[config.mk]
export PLATFORM = sky130hd
export DESIGN_NAME = uil_interrupt_logic
export DESIGN_NICKNAME = d
export VERILOG_FILES = /design/src/common/uil_pkg.sv /design/src/uil_interrupt_logic.sv
export VERILOG_INCLUDE_DIRS = /design/src /design/src/common
export SDC_FILE = /design/constraint.sdc
export NUM_CORES = 1
export LEC_CHECK = 0
export BUFFER_PORTS_ARGS = -buffer_cell sky130_fd_sc_hd__buf_4
export CAP_MARGIN = 20
export CORE_ASPECT_RATIO = 0.75
export CORE_MARGIN = 4
export CORE_UTILIZATION = 54
export DETAILED_ROUTE_END_ITERATION = 12
export HOLD_SLACK_MARGIN = 0.03
export PLACE_DENSITY = 0.91
export RECOVER_POWER = 25
export SETUP_SLACK_MARGIN = 0.3
export SLEW_MARGIN = 20
export SYNTH_ARGS = -nofsm -noshare
export SYNTH_HDL_FRONTEND = slang
export SYNTH_SLANG_ARGS = --single-unit
[constraint.sdc]
create_clock -name sys_clk -period 7 [get_ports sys_clk]
set_clock_uncertainty 0.2 [all_clocks]
set_input_delay 2.1 -clock sys_clk [delete_from_list [all_inputs] [get_ports sys_clk]]
set_output_delay 2.1 -clock sys_clk [all_outputs]
set_load 0.05 [all_outputs]
[src/common/uil_regs.svh]
// Register offsets, field positions and timing counts for the interrupt logic.
// Assumes A2-A0 addressing with the divisor latch and enhanced bank deselected.
`ifndef UIL_REGS_SVH
`define UIL_REGS_SVH
`define UIL_OFF_RHR        3'h0
`define UIL_OFF_THR        3'h0
`define UIL_OFF_IER        3'h1
`define UIL_OFF_ISR        3'h2
`define UIL_OFF_LSR        3'h5
`define UIL_OFF_MSR        3'h6
`define UIL_IER_RESET      8'h00
`define UIL_IER_LOW_MASK   8'h0F
`define UIL_CODE_LINE      6'h06
`define UIL_CODE_TIMEOUT   6'h0C
`define UIL_CODE_RXDATA    6'h04
`define UIL_CODE_TXREADY   6'h02
`define UIL_CODE_MODEM     6'h00
`define UIL_CODE_XOFF      6'h10
`define UIL_CODE_PINS      6'h20
`define UIL_CODE_NONE      6'h01
`define UIL_TO_CHARS       4
`define UIL_TO_EXTRA_BITS  7'h0C
`endif

[src/common/uil_pkg.sv]
// Types shared by the interrupt logic and its surroundings.
// Assumes host strobes are already one-cycle pulses on sys_clk.
package uil_pkg;
  typedef struct packed {
    logic       rd;
    logic       wr;
    logic [2:0] addr;
    logic [7:0] data;
  } uil_bus_t;
  typedef struct packed {
    logic rxPush;
    logic rxPushErr;
    logic holdErrArrive;
    logic overrun;
    logic bitTick;
    logic modemDelta;
    logic xonXoff;
    logic specialChar;
    logic wakeUp;
  } uil_events_t;
endpackage : uil_pkg

[src/uil_interrupt_logic.sv]
// Interrupt enable, status encoding, priority and clearing of the UART core.
// Assumes FIFO levels, error bits and event pulses come from core logic on sys_clk.
`timescale 1ns/100ps
`include "uil_regs.svh"
// Notes on behaviour
// - FIFO mode with receive enable: interrupt while level at or above trigger.
// - Data ready flag set on push into FIFO, cleared when FIFO empty.
// - FIFO on and enables 0-3 clear selects polled mode.
// - Line status bits report data, overrun, holding errors, transmit, FIFO error.
// - Enable bit 0 gates receive data interrupt; non-FIFO uses non-empty holding.
// - Enable bit 1 gates transmit ready; enabling while empty raises it.
// - Enable bit 2 gates line status interrupt from overrun or holding errors.
// - Error-at-receive mode flags errors when character enters FIFO.
// - Enable bit 3 gates modem status interrupt.
// - Enable bits 4-7 writable only with enhanced functions on.
// - Enable bit 7 with auto CTS: rising CTS raises interrupt.
// - Enable bit 6 with auto RTS: rising RTS output raises interrupt.
// - Time-out after four characters plus twelve bits, cleared by holding read.
// - Transmit ready cleared by status read or transmit holding write.
// - Line read clears line; modem read clears modem and pin interrupts.
// - Status read clears Xon/Xoff and wake; next character clears special.
// - Wake-up raises interrupt on leaving sleep, coded as no interrupt.
// - Priority: line, time-out, receive, transmit, modem, Xoff, pins.
// - Status bits 5:0 carry the fixed code of the reported source.
// - Status read returns only the highest pending source.
// - Status bit 0 is low while any interrupt other than wake-up pends.
// - Bits 4,5 need enhanced functions; bits 7:6 show FIFO enable.
module uil_interrupt_logic (
  // Clock and reset
  input  wire logic                 sys_clk,
  input  wire logic                 reset,
  // Host register port
  input  wire uil_pkg::uil_bus_t    hostBus,
  input  wire logic                 divisorLatch,
  output logic      [7:0]           regRdData,
  output logic                      hostIrq,
  // Configuration from other registers
  input  wire logic                 fifoEnable,
  input  wire logic                 enhancedEnable,
  input  wire logic                 errorsAtReceive,
  input  wire logic                 wakeIntEnable,
  input  wire logic                 autoCtsEnable,
  input  wire logic                 autoRtsEnable,
  input  wire logic [3:0]           charBits,
  // Core status and events
  input  wire logic [6:0]           rxCount,
  input  wire logic [6:0]           rxTrigLevel,
  input  wire logic [6:0]           txCount,
  input  wire logic [6:0]           txTrigLevel,
  input  wire logic                 txAllEmpty,
  input  wire logic [2:0]           rhrErrBits,
  input  wire logic                 rxFifoErrAny,
  input  wire uil_pkg::uil_events_t events,
  // Flow-control pins
  input  wire logic                 ctsHigh,
  input  wire logic                 rtsHigh,
  // Mode outputs
  output logic                      polledMode,
  output logic                      sleepEnable
);
  logic [7:0] interrupt_enable;
  logic       overrunFlag;
  logic       lineFlag;
  logic       toFlag;
  logic [6:0] toCount;
  logic       txFlag;
  logic       txArm;
  logic       modemFlag;
  logic       xoffFlag;
  logic       specialFlag;
  logic       pinFlag;
  logic       wakeFlag;
  logic       ctsSync1;
  logic       ctsSync2;
  logic       ctsPrev;
  logic       rtsPrev;
  logic [7:0] next_ier;
  logic       next_overrunFlag;
  logic       next_lineFlag;
  logic       next_toFlag;
  logic [6:0] next_toCount;
  logic       next_txFlag;
  logic       next_txArm;
  logic       next_modemFlag;
  logic       next_xoffFlag;
  logic       next_specialFlag;
  logic       next_pinFlag;
  logic       next_wakeFlag;
  logic [7:0] next_regRdData;
  logic       rhrRead;
  logic       thrWrite;
  logic       ierWrite;
  logic       isrRead;
  logic       lsrRead;
  logic       msrRead;
  logic       rxPend;
  logic       txCond;
  logic       linePend;
  logic       toPend;
  logic       txPend;
  logic       modemPend;
  logic       xoffPend;
  logic       anyPend;
  logic       ctsRise;
  logic       rtsRise;
  logic       lineSet;
  logic [6:0] toLimit;
  logic [5:0] isrCode;
  logic [7:0] line_status_reg;

  assign rhrRead  = hostBus.rd && !divisorLatch && hostBus.addr == `UIL_OFF_RHR;
  assign thrWrite = hostBus.wr && !divisorLatch && hostBus.addr == `UIL_OFF_THR;
  assign ierWrite = hostBus.wr && !divisorLatch && hostBus.addr == `UIL_OFF_IER;
  assign isrRead  = hostBus.rd && hostBus.addr == `UIL_OFF_ISR;
  assign lsrRead  = hostBus.rd && hostBus.addr == `UIL_OFF_LSR;
  assign msrRead  = hostBus.rd && hostBus.addr == `UIL_OFF_MSR;

  assign rxPend = interrupt_enable[0] && (fifoEnable ? rxCount >= rxTrigLevel : rxCount != 7'h00);
  assign txCond = fifoEnable ? (txCount < txTrigLevel || txCount == 7'h00) : txCount == 7'h00;
  assign lineSet = events.overrun
                 || (errorsAtReceive ? events.rxPushErr : events.holdErrArrive);
  assign ctsRise = ctsPrev == 1'b0 && ctsSync2;
  assign rtsRise = !rtsPrev && rtsHigh;
  assign toLimit = 7'(`UIL_TO_CHARS * charBits + `UIL_TO_EXTRA_BITS);

  assign linePend  = interrupt_enable[2] && lineFlag;
  assign toPend    = interrupt_enable[0] && toFlag;
  assign txPend    = interrupt_enable[1] && txFlag;
  assign modemPend = interrupt_enable[3] && modemFlag;
  assign xoffPend  = enhancedEnable && interrupt_enable[5] && (xoffFlag || specialFlag);
  assign anyPend   = linePend || toPend || rxPend || txPend || modemPend || xoffPend
                   || (enhancedEnable && pinFlag);

  // Highest pending source only
  always_comb
  begin
    if (linePend) isrCode = `UIL_CODE_LINE;
    else if (toPend) isrCode = `UIL_CODE_TIMEOUT;
    else if (rxPend) isrCode = `UIL_CODE_RXDATA;
    else if (txPend) isrCode = `UIL_CODE_TXREADY;
    else if (modemPend) isrCode = `UIL_CODE_MODEM;
    else if (xoffPend) isrCode = `UIL_CODE_XOFF;
    else if (enhancedEnable && pinFlag) isrCode = `UIL_CODE_PINS;
    else isrCode = `UIL_CODE_NONE;
  end

  assign line_status_reg = {rxFifoErrAny, txAllEmpty, txCount == 7'h00, rhrErrBits, overrunFlag,
                rxCount != 7'h00};

  always_comb
  begin
    next_ier = interrupt_enable;
    if (ierWrite)
      next_ier = enhancedEnable ? hostBus.data
               : (interrupt_enable & ~`UIL_IER_LOW_MASK) | (hostBus.data & `UIL_IER_LOW_MASK);
    next_overrunFlag = events.overrun || (overrunFlag && !lsrRead);
    next_lineFlag    = lineSet || (lineFlag && !lsrRead);
    // Time-out timer restarts on receive FIFO push or holding read
    next_toCount = toCount;
    next_toFlag  = toFlag && !rhrRead;
    if (events.rxPush || rhrRead || rxCount == 7'h00 || !fifoEnable)
      next_toCount = 7'h00;
    else if (events.bitTick && !toFlag)
    begin
      next_toCount = toCount + 7'h01;
      if (toCount + 7'h01 >= toLimit)
        next_toFlag = 1'b1;
    end
    next_txArm  = interrupt_enable[1] && txCond;
    next_txFlag = (next_txArm && !txArm)
               || (txFlag && !thrWrite && !(isrRead && isrCode == `UIL_CODE_TXREADY));
    next_modemFlag = events.modemDelta || (modemFlag && !msrRead);
    next_pinFlag = (enhancedEnable && ((interrupt_enable[7] && autoCtsEnable && ctsRise)
                 || (interrupt_enable[6] && autoRtsEnable && rtsRise)))
                 || (pinFlag && !msrRead);
    next_xoffFlag = events.xonXoff || (xoffFlag && !(isrRead && isrCode == `UIL_CODE_XOFF));
    next_specialFlag = events.specialChar
                    || (specialFlag && !events.rxPush
                        && !(isrRead && isrCode == `UIL_CODE_XOFF));
    next_wakeFlag = (wakeIntEnable && events.wakeUp) || (wakeFlag && !isrRead);
    // Read data registered before the clear lands
    next_regRdData = regRdData;
    if (isrRead)
      next_regRdData = {{2{fifoEnable}}, isrCode};
    else if (hostBus.rd && !divisorLatch && hostBus.addr == `UIL_OFF_IER)
      next_regRdData = interrupt_enable;
    else if (lsrRead)
      next_regRdData = line_status_reg;
    else if (hostBus.rd)
      next_regRdData = 8'h00;
  end

  always_ff @(posedge sys_clk)
  begin
    if (reset)
    begin
      interrupt_enable         <= `UIL_IER_RESET;
      overrunFlag <= 1'b0;
      lineFlag    <= 1'b0;
      toFlag      <= 1'b0;
      toCount     <= 7'h00;
      txFlag      <= 1'b0;
      txArm       <= 1'b0;
      modemFlag   <= 1'b0;
      xoffFlag    <= 1'b0;
      specialFlag <= 1'b0;
      pinFlag     <= 1'b0;
      wakeFlag    <= 1'b0;
      regRdData   <= 8'h00;
      ctsSync1    <= 1'b0;
      ctsSync2    <= 1'b0;
      ctsPrev     <= 1'b0;
      rtsPrev     <= 1'b0;
    end
    else
    begin
      interrupt_enable         <= next_ier;
      overrunFlag <= next_overrunFlag;
      lineFlag    <= next_lineFlag;
      toFlag      <= next_toFlag;
      toCount     <= next_toCount;
      txFlag      <= next_txFlag;
      txArm       <= next_txArm;
      modemFlag   <= next_modemFlag;
      xoffFlag    <= next_xoffFlag;
      specialFlag <= next_specialFlag;
      pinFlag     <= next_pinFlag;
      wakeFlag    <= next_wakeFlag;
      regRdData   <= next_regRdData;
      ctsSync1    <= ctsHigh;
      ctsSync2    <= ctsSync1;
      ctsPrev     <= ctsSync2;
      rtsPrev     <= rtsHigh;
    end
  end

  assign hostIrq     = anyPend || wakeFlag;
  assign polledMode  = fifoEnable && interrupt_enable[3:0] == 4'h0;
  assign sleepEnable = interrupt_enable[4];
endmodule : uil_interrupt_logic

==> impl_metrics.json, run 1 <==
{
  "ir_drop_mv": 0.128,
  "reg2reg_slack_ns": 4.82,
  "yosysMostFrequentCell": "dfxtp_1",
  "setup_tns_ns": 0,
  "cts_hold_buf": 0,
  "max_cap_violations": 0,
  "power_density_nw_per_um2": 152,
  "cp_cell_sequence": "buf_4 -> ha_1 -> a41oi_2 -> o211ai_2 -> o31ai_4 -> o21ai_1 -> or2_1 -> buf_4",
  "startpoint_type": "input pin",
  "path_max_fanout": 5,
  "core_sq_um": 4100,
  "cts-root-buf": "clkbuf_8",
  "fin_util_pct": 73.5,
  "cts_buffer_depth": 2,
  "crit_top_cell": "buf_4",
  "grtUsageTotal_pct": 22.7,
  "row_count": 20,
  "synth_top_area_share_pct": 31.7,
  "viasPerCell": 5.67,
  "synth_area_sq_um": 2340,
  "cts_sinks": 37,
  "synth_edf_count": 0,
  "drive_above_1_share_pct": 26.7,
  "top_layer": "met4",
  "ant_nets": 0,
  "final_area_sq_um": 3020,
  "die_w_microns": 84.0,
  "layout.nets": 441,
  "drtIter0Drc": 162,
  "path_clk_slew_ns": 0.07,
  "tightestPinTransition_ns": 1.32,
  "syn-num-nets": 362,
  "drtPass1Iterations": 5,
  "synth.distinct_cells": 61,
  "path_buf_inv": 2,
  "num_vias": 2307,
  "grt_pass1_vias": 2214,
  "worstPathRequired_ns": 4.70,
  "ff2ff_path_depth": 8,
  "htreeDepth": 2,
  "wl_microns": 6060,
  "dp_hpwl_microns": 4870,
  "grt_max_degree": 31,
  "antenna_found_initial": 0,
  "setup.worst_path.class": "input pin to output port",
  "routedWlPerCell_microns": 14.9,
  "synth_commonest_cells": "dfxtp_1 (37), nor2_1 (32), inv_1 (23)",
  "status": "finished clean",
  "maxSlewViolCount": 0,
  "p_leak_nw": 1.38,
  "holdPathEnd": "txFlag",
  "path_delay_family": "compound AO/OA/AOI/OAI gates",
  "period_minus_slack_ns": 6.13,
  "globalplace.congestion": 0.843,
  "hold_violations": 0,
  "end_kind": "output port",
  "hold_path_class": "flop to flop",
  "pin_count": 81,
  "drc_errors": 0,
  "yosysWarnings": 0,
  "placed_area_sq_um": 2950,
  "async_flop_share_pct": 0,
  "syn_area_per_cell_sq_um": 8.60,
  "start_util_pct": 57.0,
  "synth.area.top_cells": "dfxtp_1 (32%), ha_1 (11%), nor2_1 (5.1%)",
  "holdCritStartpoint": "txArm",
  "wl_met2_microns": 2860,
  "grt_pass1_wl_microns": 10100,
  "cts_setup_buffers": 0,
  "hold_depth": 1,
  "cts_resized": 0,
  "synth_seq_area_share_pct": 31.7,
  "cp_slowest_cell": "o31ai_4",
  "worstReg2RegStart": "toCount[0]",
  "critPathArrivalTime_ns": 3.83,
  "rsz0062_at_grt": "no",
  "worstReg2RegEnd": "toFlag",
  "cts_tree": "yes",
  "max_slew_margin_pct": 11.7,
  "clkLatencyLatePin_ns": 0.28,
  "n_antenna_cell": 0,
  "synth_top_flop_cell": "dfxtp_1",
  "port_buffers": 80,
  "syn_to_final_growth_pct": 28.9,
  "synth_cells": 272,
  "ys_ff_latch": 37,
  "yosys.area.top_type": "dfxtp_1",
  "numCtsBuffers": 5,
  "fp.dieH_microns": 65.0,
  "wl_met3_microns": 515,
  "overflow": 0,
  "die_area_sq_um": 5460,
  "setup_viol": 0,
  "crit_path_max_incr_delay_ns": 0.34,
  "wl_met1_microns": 2620,
  "fin_crit_sh_pct": 87.6,
  "fmax_ghz": 0.163
}
## per-stage QoR
stage	setup WS [ns]	hold WS (ns)	instances	total power, mW
final	0.868	0.239	407	0.458
after global routing	0.775	0.261	407	0.482
after CTS	0.883	0.231	407	0.460
after detailed placement	0.900	0.221	399	0.321
after global placement	0.940	0.212	399	0.318
after floorplan	1.17	0.208	272	0.274
## worst register-to-register path, cell delays in order (launching register included)
cell	delay [ns]
dfxtp_1	0.38
ha_1	0.27
xnor2_1	0.14
ha_1	0.24
nand2_1	0.06
nand2_1	0.05
a21o_1	0.17
a2111oi_0	0.45
o31ai_1	0.11
## flip-flops by register name (all words and copies together), names as in the netlist
register and cells:
interrupt_enable 8, regRdData 8, toCount 7, ctsPrev 1, ctsSync1 1, ctsSync2 1, lineFlag 1, modemFlag 1
overrunFlag 1, pinFlag 1, rtsPrev 1, specialFlag 1, toFlag 1, txArm 1, txFlag 1, wakeFlag 1
xoffFlag 1
## report_power, final
group / switching (mW) / internal (mW) / total [mW]
logic: 0.0480 / 0.0483 / 0.0964
clock network: 0.0702 / 0.0707 / 0.141
registers: 0.00405 / 0.216 / 0.220
total: 0.122 / 0.335 / 0.458
## final cells by class
cell class / count / area, sq um
Multi-Input combinational cell: 204 / 1460
Timing Repair Buffer: 80 / 586
Fill cell: 327 / 1090
Sequential cell: 37 / 741
Tap cell: 55 / 68.8
Clock buffer: 8 / 80.1
Inverter: 23 / 86.3
## how the worst max path moves through the flow
stage / cells past startpoint / start / endpoint / slack (ns)
after global placement: 8 / rxCount[1] / hostIrq / 0.94
after detailed placement: 8 / rxCount[1] / hostIrq / 0.90
after global routing: 8 / rxCount[5] / hostIrq / 0.77
after floorplan: 7 / rxTrigLevel[1] / hostIrq / 1.17
after CTS: 8 / rxCount[1] / hostIrq / 0.88
final: 8 / rxCount[1] / hostIrq / 0.87
## cell usage in the layout (no fill, tap or decap), drive strengths merged, types with 8 or more instances in the layout
master	instances
xnor2	8
clkbuf	12
o21ai	8
nor2	32
mux2i	8
buf	76
inv	23
a21oi	19
dfxtp	37
ha	20
nand2	19
## metal layers
layer	GRT usage, %	vias to the layer above
li1	-	1138
met1	29.3	1074
met2	38.4	89
met4	5.02	0
met5	0	-
met3	5.72	6
## cell families after synthesis
family | share of synthesized area [%]
mux | 3.90
simple gates | 22.8
flops | 31.7
fa+ha+maj | 10.7
buf+inv | 6.15
xor+xnor | 4.87
compound gates | 19.9
(Power assumes the default switching activity.)
==> run 2: changes to the inputs <==
ABC_AREA = 1   (was not set)
PLACE_DENSITY = 0.92   (was 0.91)
==> impl_metrics.json, run 2 <==
{
  "overflow": 0,
  "yosysWarnings": 0,
  "die_area_sq_um": 5390,
  "period_minus_slack_ns": 5.99,
  "pin_count": 81,
  "cp-endpoint": "hostIrq",
  "fillers": 331,
  "core_sq_um": 4080,
  "ir_drop_mv": 0.129,
  "yosysMostFrequentCell": "nand2_1",
  "reg2reg_slack_ns": 4.58,
  "worstReg2RegEnd": "toFlag",
  "path_max_fanout": 6,
  "antenna_found_initial": 0,
  "setup_tns_ns": 0,
  "synth_edf_count": 0,
  "n_antenna_cell": 0,
  "synth_commonest_cells": "nand2_1 (68), inv_1 (49), dfxtp_1 (37)",
  "synth_top_flop_cell": "dfxtp_1",
  "cts_hold_buf": 0,
  "synth_seq_area_share_pct": 32.1,
  "routedWlPerCell_microns": 13.8,
  "drive_above_1_share_pct": 24.6,
  "synth_area_sq_um": 2300,
  "fmax_ghz": 0.167,
  "viasPerCell": 5.33,
  "hold_path_class": "flop to flop",
  "port_buffers": 80,
  "setup_viol": 0,
  "p_leak_nw": 1.48,
  "synth.distinct_cells": 36,
  "wl_met2_microns": 3020,
  "top_layer": "met4",
  "ant_nets": 0,
  "maxSlewViolCount": 0,
  "end_kind": "output port",
  "dp_hpwl_microns": 5290,
  "numCtsBuffers": 5,
  "cts_resized": 0,
  "status": "finished clean",
  "cts-root-buf": "clkbuf_8",
  "syn-num-nets": 417,
  "drtPass1Iterations": 5,
  "power_density_nw_per_um2": 177,
  "synth_cells": 327,
  "wl_met1_microns": 2710,
  "grt_pass1_wl_microns": 10600,
  "worstPathRequired_ns": 4.70,
  "max_slew_margin_pct": 35.2,
  "cp_cell_sequence": "buf_4 -> ha_1 -> nand2_1 -> nor2_1 -> nor2_1 -> nand3_1 -> nand2_2 -> nand2_2 -> or3b_1 -> buf_4",
  "die_w_microns": 83.4,
  "row_count": 20,
  "tightestPinTransition_ns": 0.971,
  "fp.dieH_microns": 64.6,
  "cts_sinks": 37,
  "startpoint_type": "input pin",
  "synth.area.top_cells": "dfxtp_1 (32%), nand2_1 (11%), ha_1 (11%)",
  "worstSetupStartpoint": "rxCount[6]",
  "crit_path_max_incr_delay_ns": 0.38,
  "start_util_pct": 56.5,
  "globalplace.congestion": 0.936,
  "syn_to_final_growth_pct": 32.9,
  "grt_pass1_vias": 2379,
  "num_vias": 2482,
  "ff2ff_path_depth": 10,
  "worstReg2RegStart": "toCount[0]",
  "drtIter0Drc": 197,
  "syn_area_per_cell_sq_um": 7.05,
  "grtUsageTotal_pct": 24.2,
  "async_flop_share_pct": 0,
  "wl_microns": 6440,
  "rsz0062_at_grt": "no",
  "ys_ff_latch": 37,
  "htreeDepth": 2,
  "setup.worst_path.class": "input pin to output port",
  "final_cell_mix": "buf_4 (77), nand2_1 (68), inv_1 (49)",
  "fin_crit_sh_pct": 85.6,
  "wl_met3_microns": 630,
  "drc_errors": 0,
  "grt_max_degree": 23,
  "final_common_cell": "buf_4",
  "cts_buffer_depth": 2,
  "path_clk_slew_ns": 0.08,
  "largestRegisters": "interrupt_enable (8), regRdData (8), toCount (7)",
  "cts_setup_buffers": 0,
  "max_cap_violations": 0,
  "yosys.area.top_type": "dfxtp_1",
  "critPathArrivalTime_ns": 3.69,
  "clkLatencyLatePin_ns": 0.29,
  "hold_violations": 0,
  "layout.nets": 500,
  "synth_top_area_share_pct": 32.1,
  "cp_slowest_cell": "or3b_1",
  "cts_tree": "yes",
  "hold-worst-slack_ns": 0.204
}
[run 2: cell types whose count changed after synthesis, moves of 5 or more]
cell,before,now
nand2_1,19,68
inv_1,23,49
a21oi_1,18,35
nand3_1,6,19
nor2_1,32,23
o21ai_0,6,14
mux2i_1,8,1
xnor2_1,8,1
nor2b_1,6,0
nand2b_1,5,0
[run 2: cell type report]
| cell class | count | area [sq um] | area share (%) |
|---|---|---|---|
| tap | 55 | 68.8 | 2.25 |
| clock inverter | 3 | 65.1 | 2.12 |
| inverter | 52 | 195 | 6.37 |
| multi-input combinational | 234 | 1340 | 43.6 |
| timing repair buffer | 80 | 589 | 19.2 |
| clock buffer | 5 | 68.8 | 2.25 |
| sequential | 37 | 741 | 24.2 |
[run 2: how the worst min path moves through the flow]
stage	start	to	slack (ns)	depth (start not counted)
2_1_floorplan	ctsSync1	ctsSync2	0.19	2
3_3_place_gp	ctsSync1	ctsSync2	0.19	2
3_5_place_dp	ctsSync1	ctsSync2	0.20	2
4_1_cts	ctsSync1	ctsSync2	0.21	2
5_1_grt	ctsSync1	ctsSync2	0.24	2
6_report	ctsSync1	ctsSync2	0.20	2
[run 2: through the flow]
| stage | worst slack (ns) | total power, mW | instance area, sq um | util [%] | instances |
|---|---|---|---|---|---|
| finish | 1.01 | 0.542 | 3060 | 75.1 | 466 |
| global route | 0.869 | 0.563 | 3060 | 75.1 | 466 |
| CTS | 1.04 | 0.544 | 3090 | 75.6 | 466 |
| detailed placement | 1.04 | 0.326 | 2950 | 72.4 | 458 |
| global placement | 1.09 | 0.322 | 2950 | 72.4 | 458 |
| floorplan | 1.26 | 0.275 | 2300 | - | 327 |
[run 2: power breakdown]
part	switching (mW)	total [mW]	internal (mW)	leakage (nW)
registers	0.00395	0.221	0.217	0.302
logic	0.0538	0.100	0.0466	1.11
clock network	0.0791	0.221	0.142	0.0681
[run 2: worst max-delay path: cells and delay by family]
kind / cells / cell delay (ns)
simple gates: 7 / 0.95
buf+inv: 2 / 0.32
fa+ha+maj: 1 / 0.32
[run 2: kinds of logic after synthesis]
group / count (synthesis) / synth area share [%]
compound gates: 66 / 15.9
xor+xnor: 7 / 2.66
fa+ha+maj: 20 / 10.9
buf+inv: 56 / 9.45
flops: 37 / 32.1
mux: 1 / 0.434
simple gates: 140 / 28.6
[run 2: per-layer routing]
layer	track usage, %	up-vias
li1	-	1250
met1	31.0	1092
met2	41.1	125
met3	5.84	15
met4	6.43	0
met5	0	-
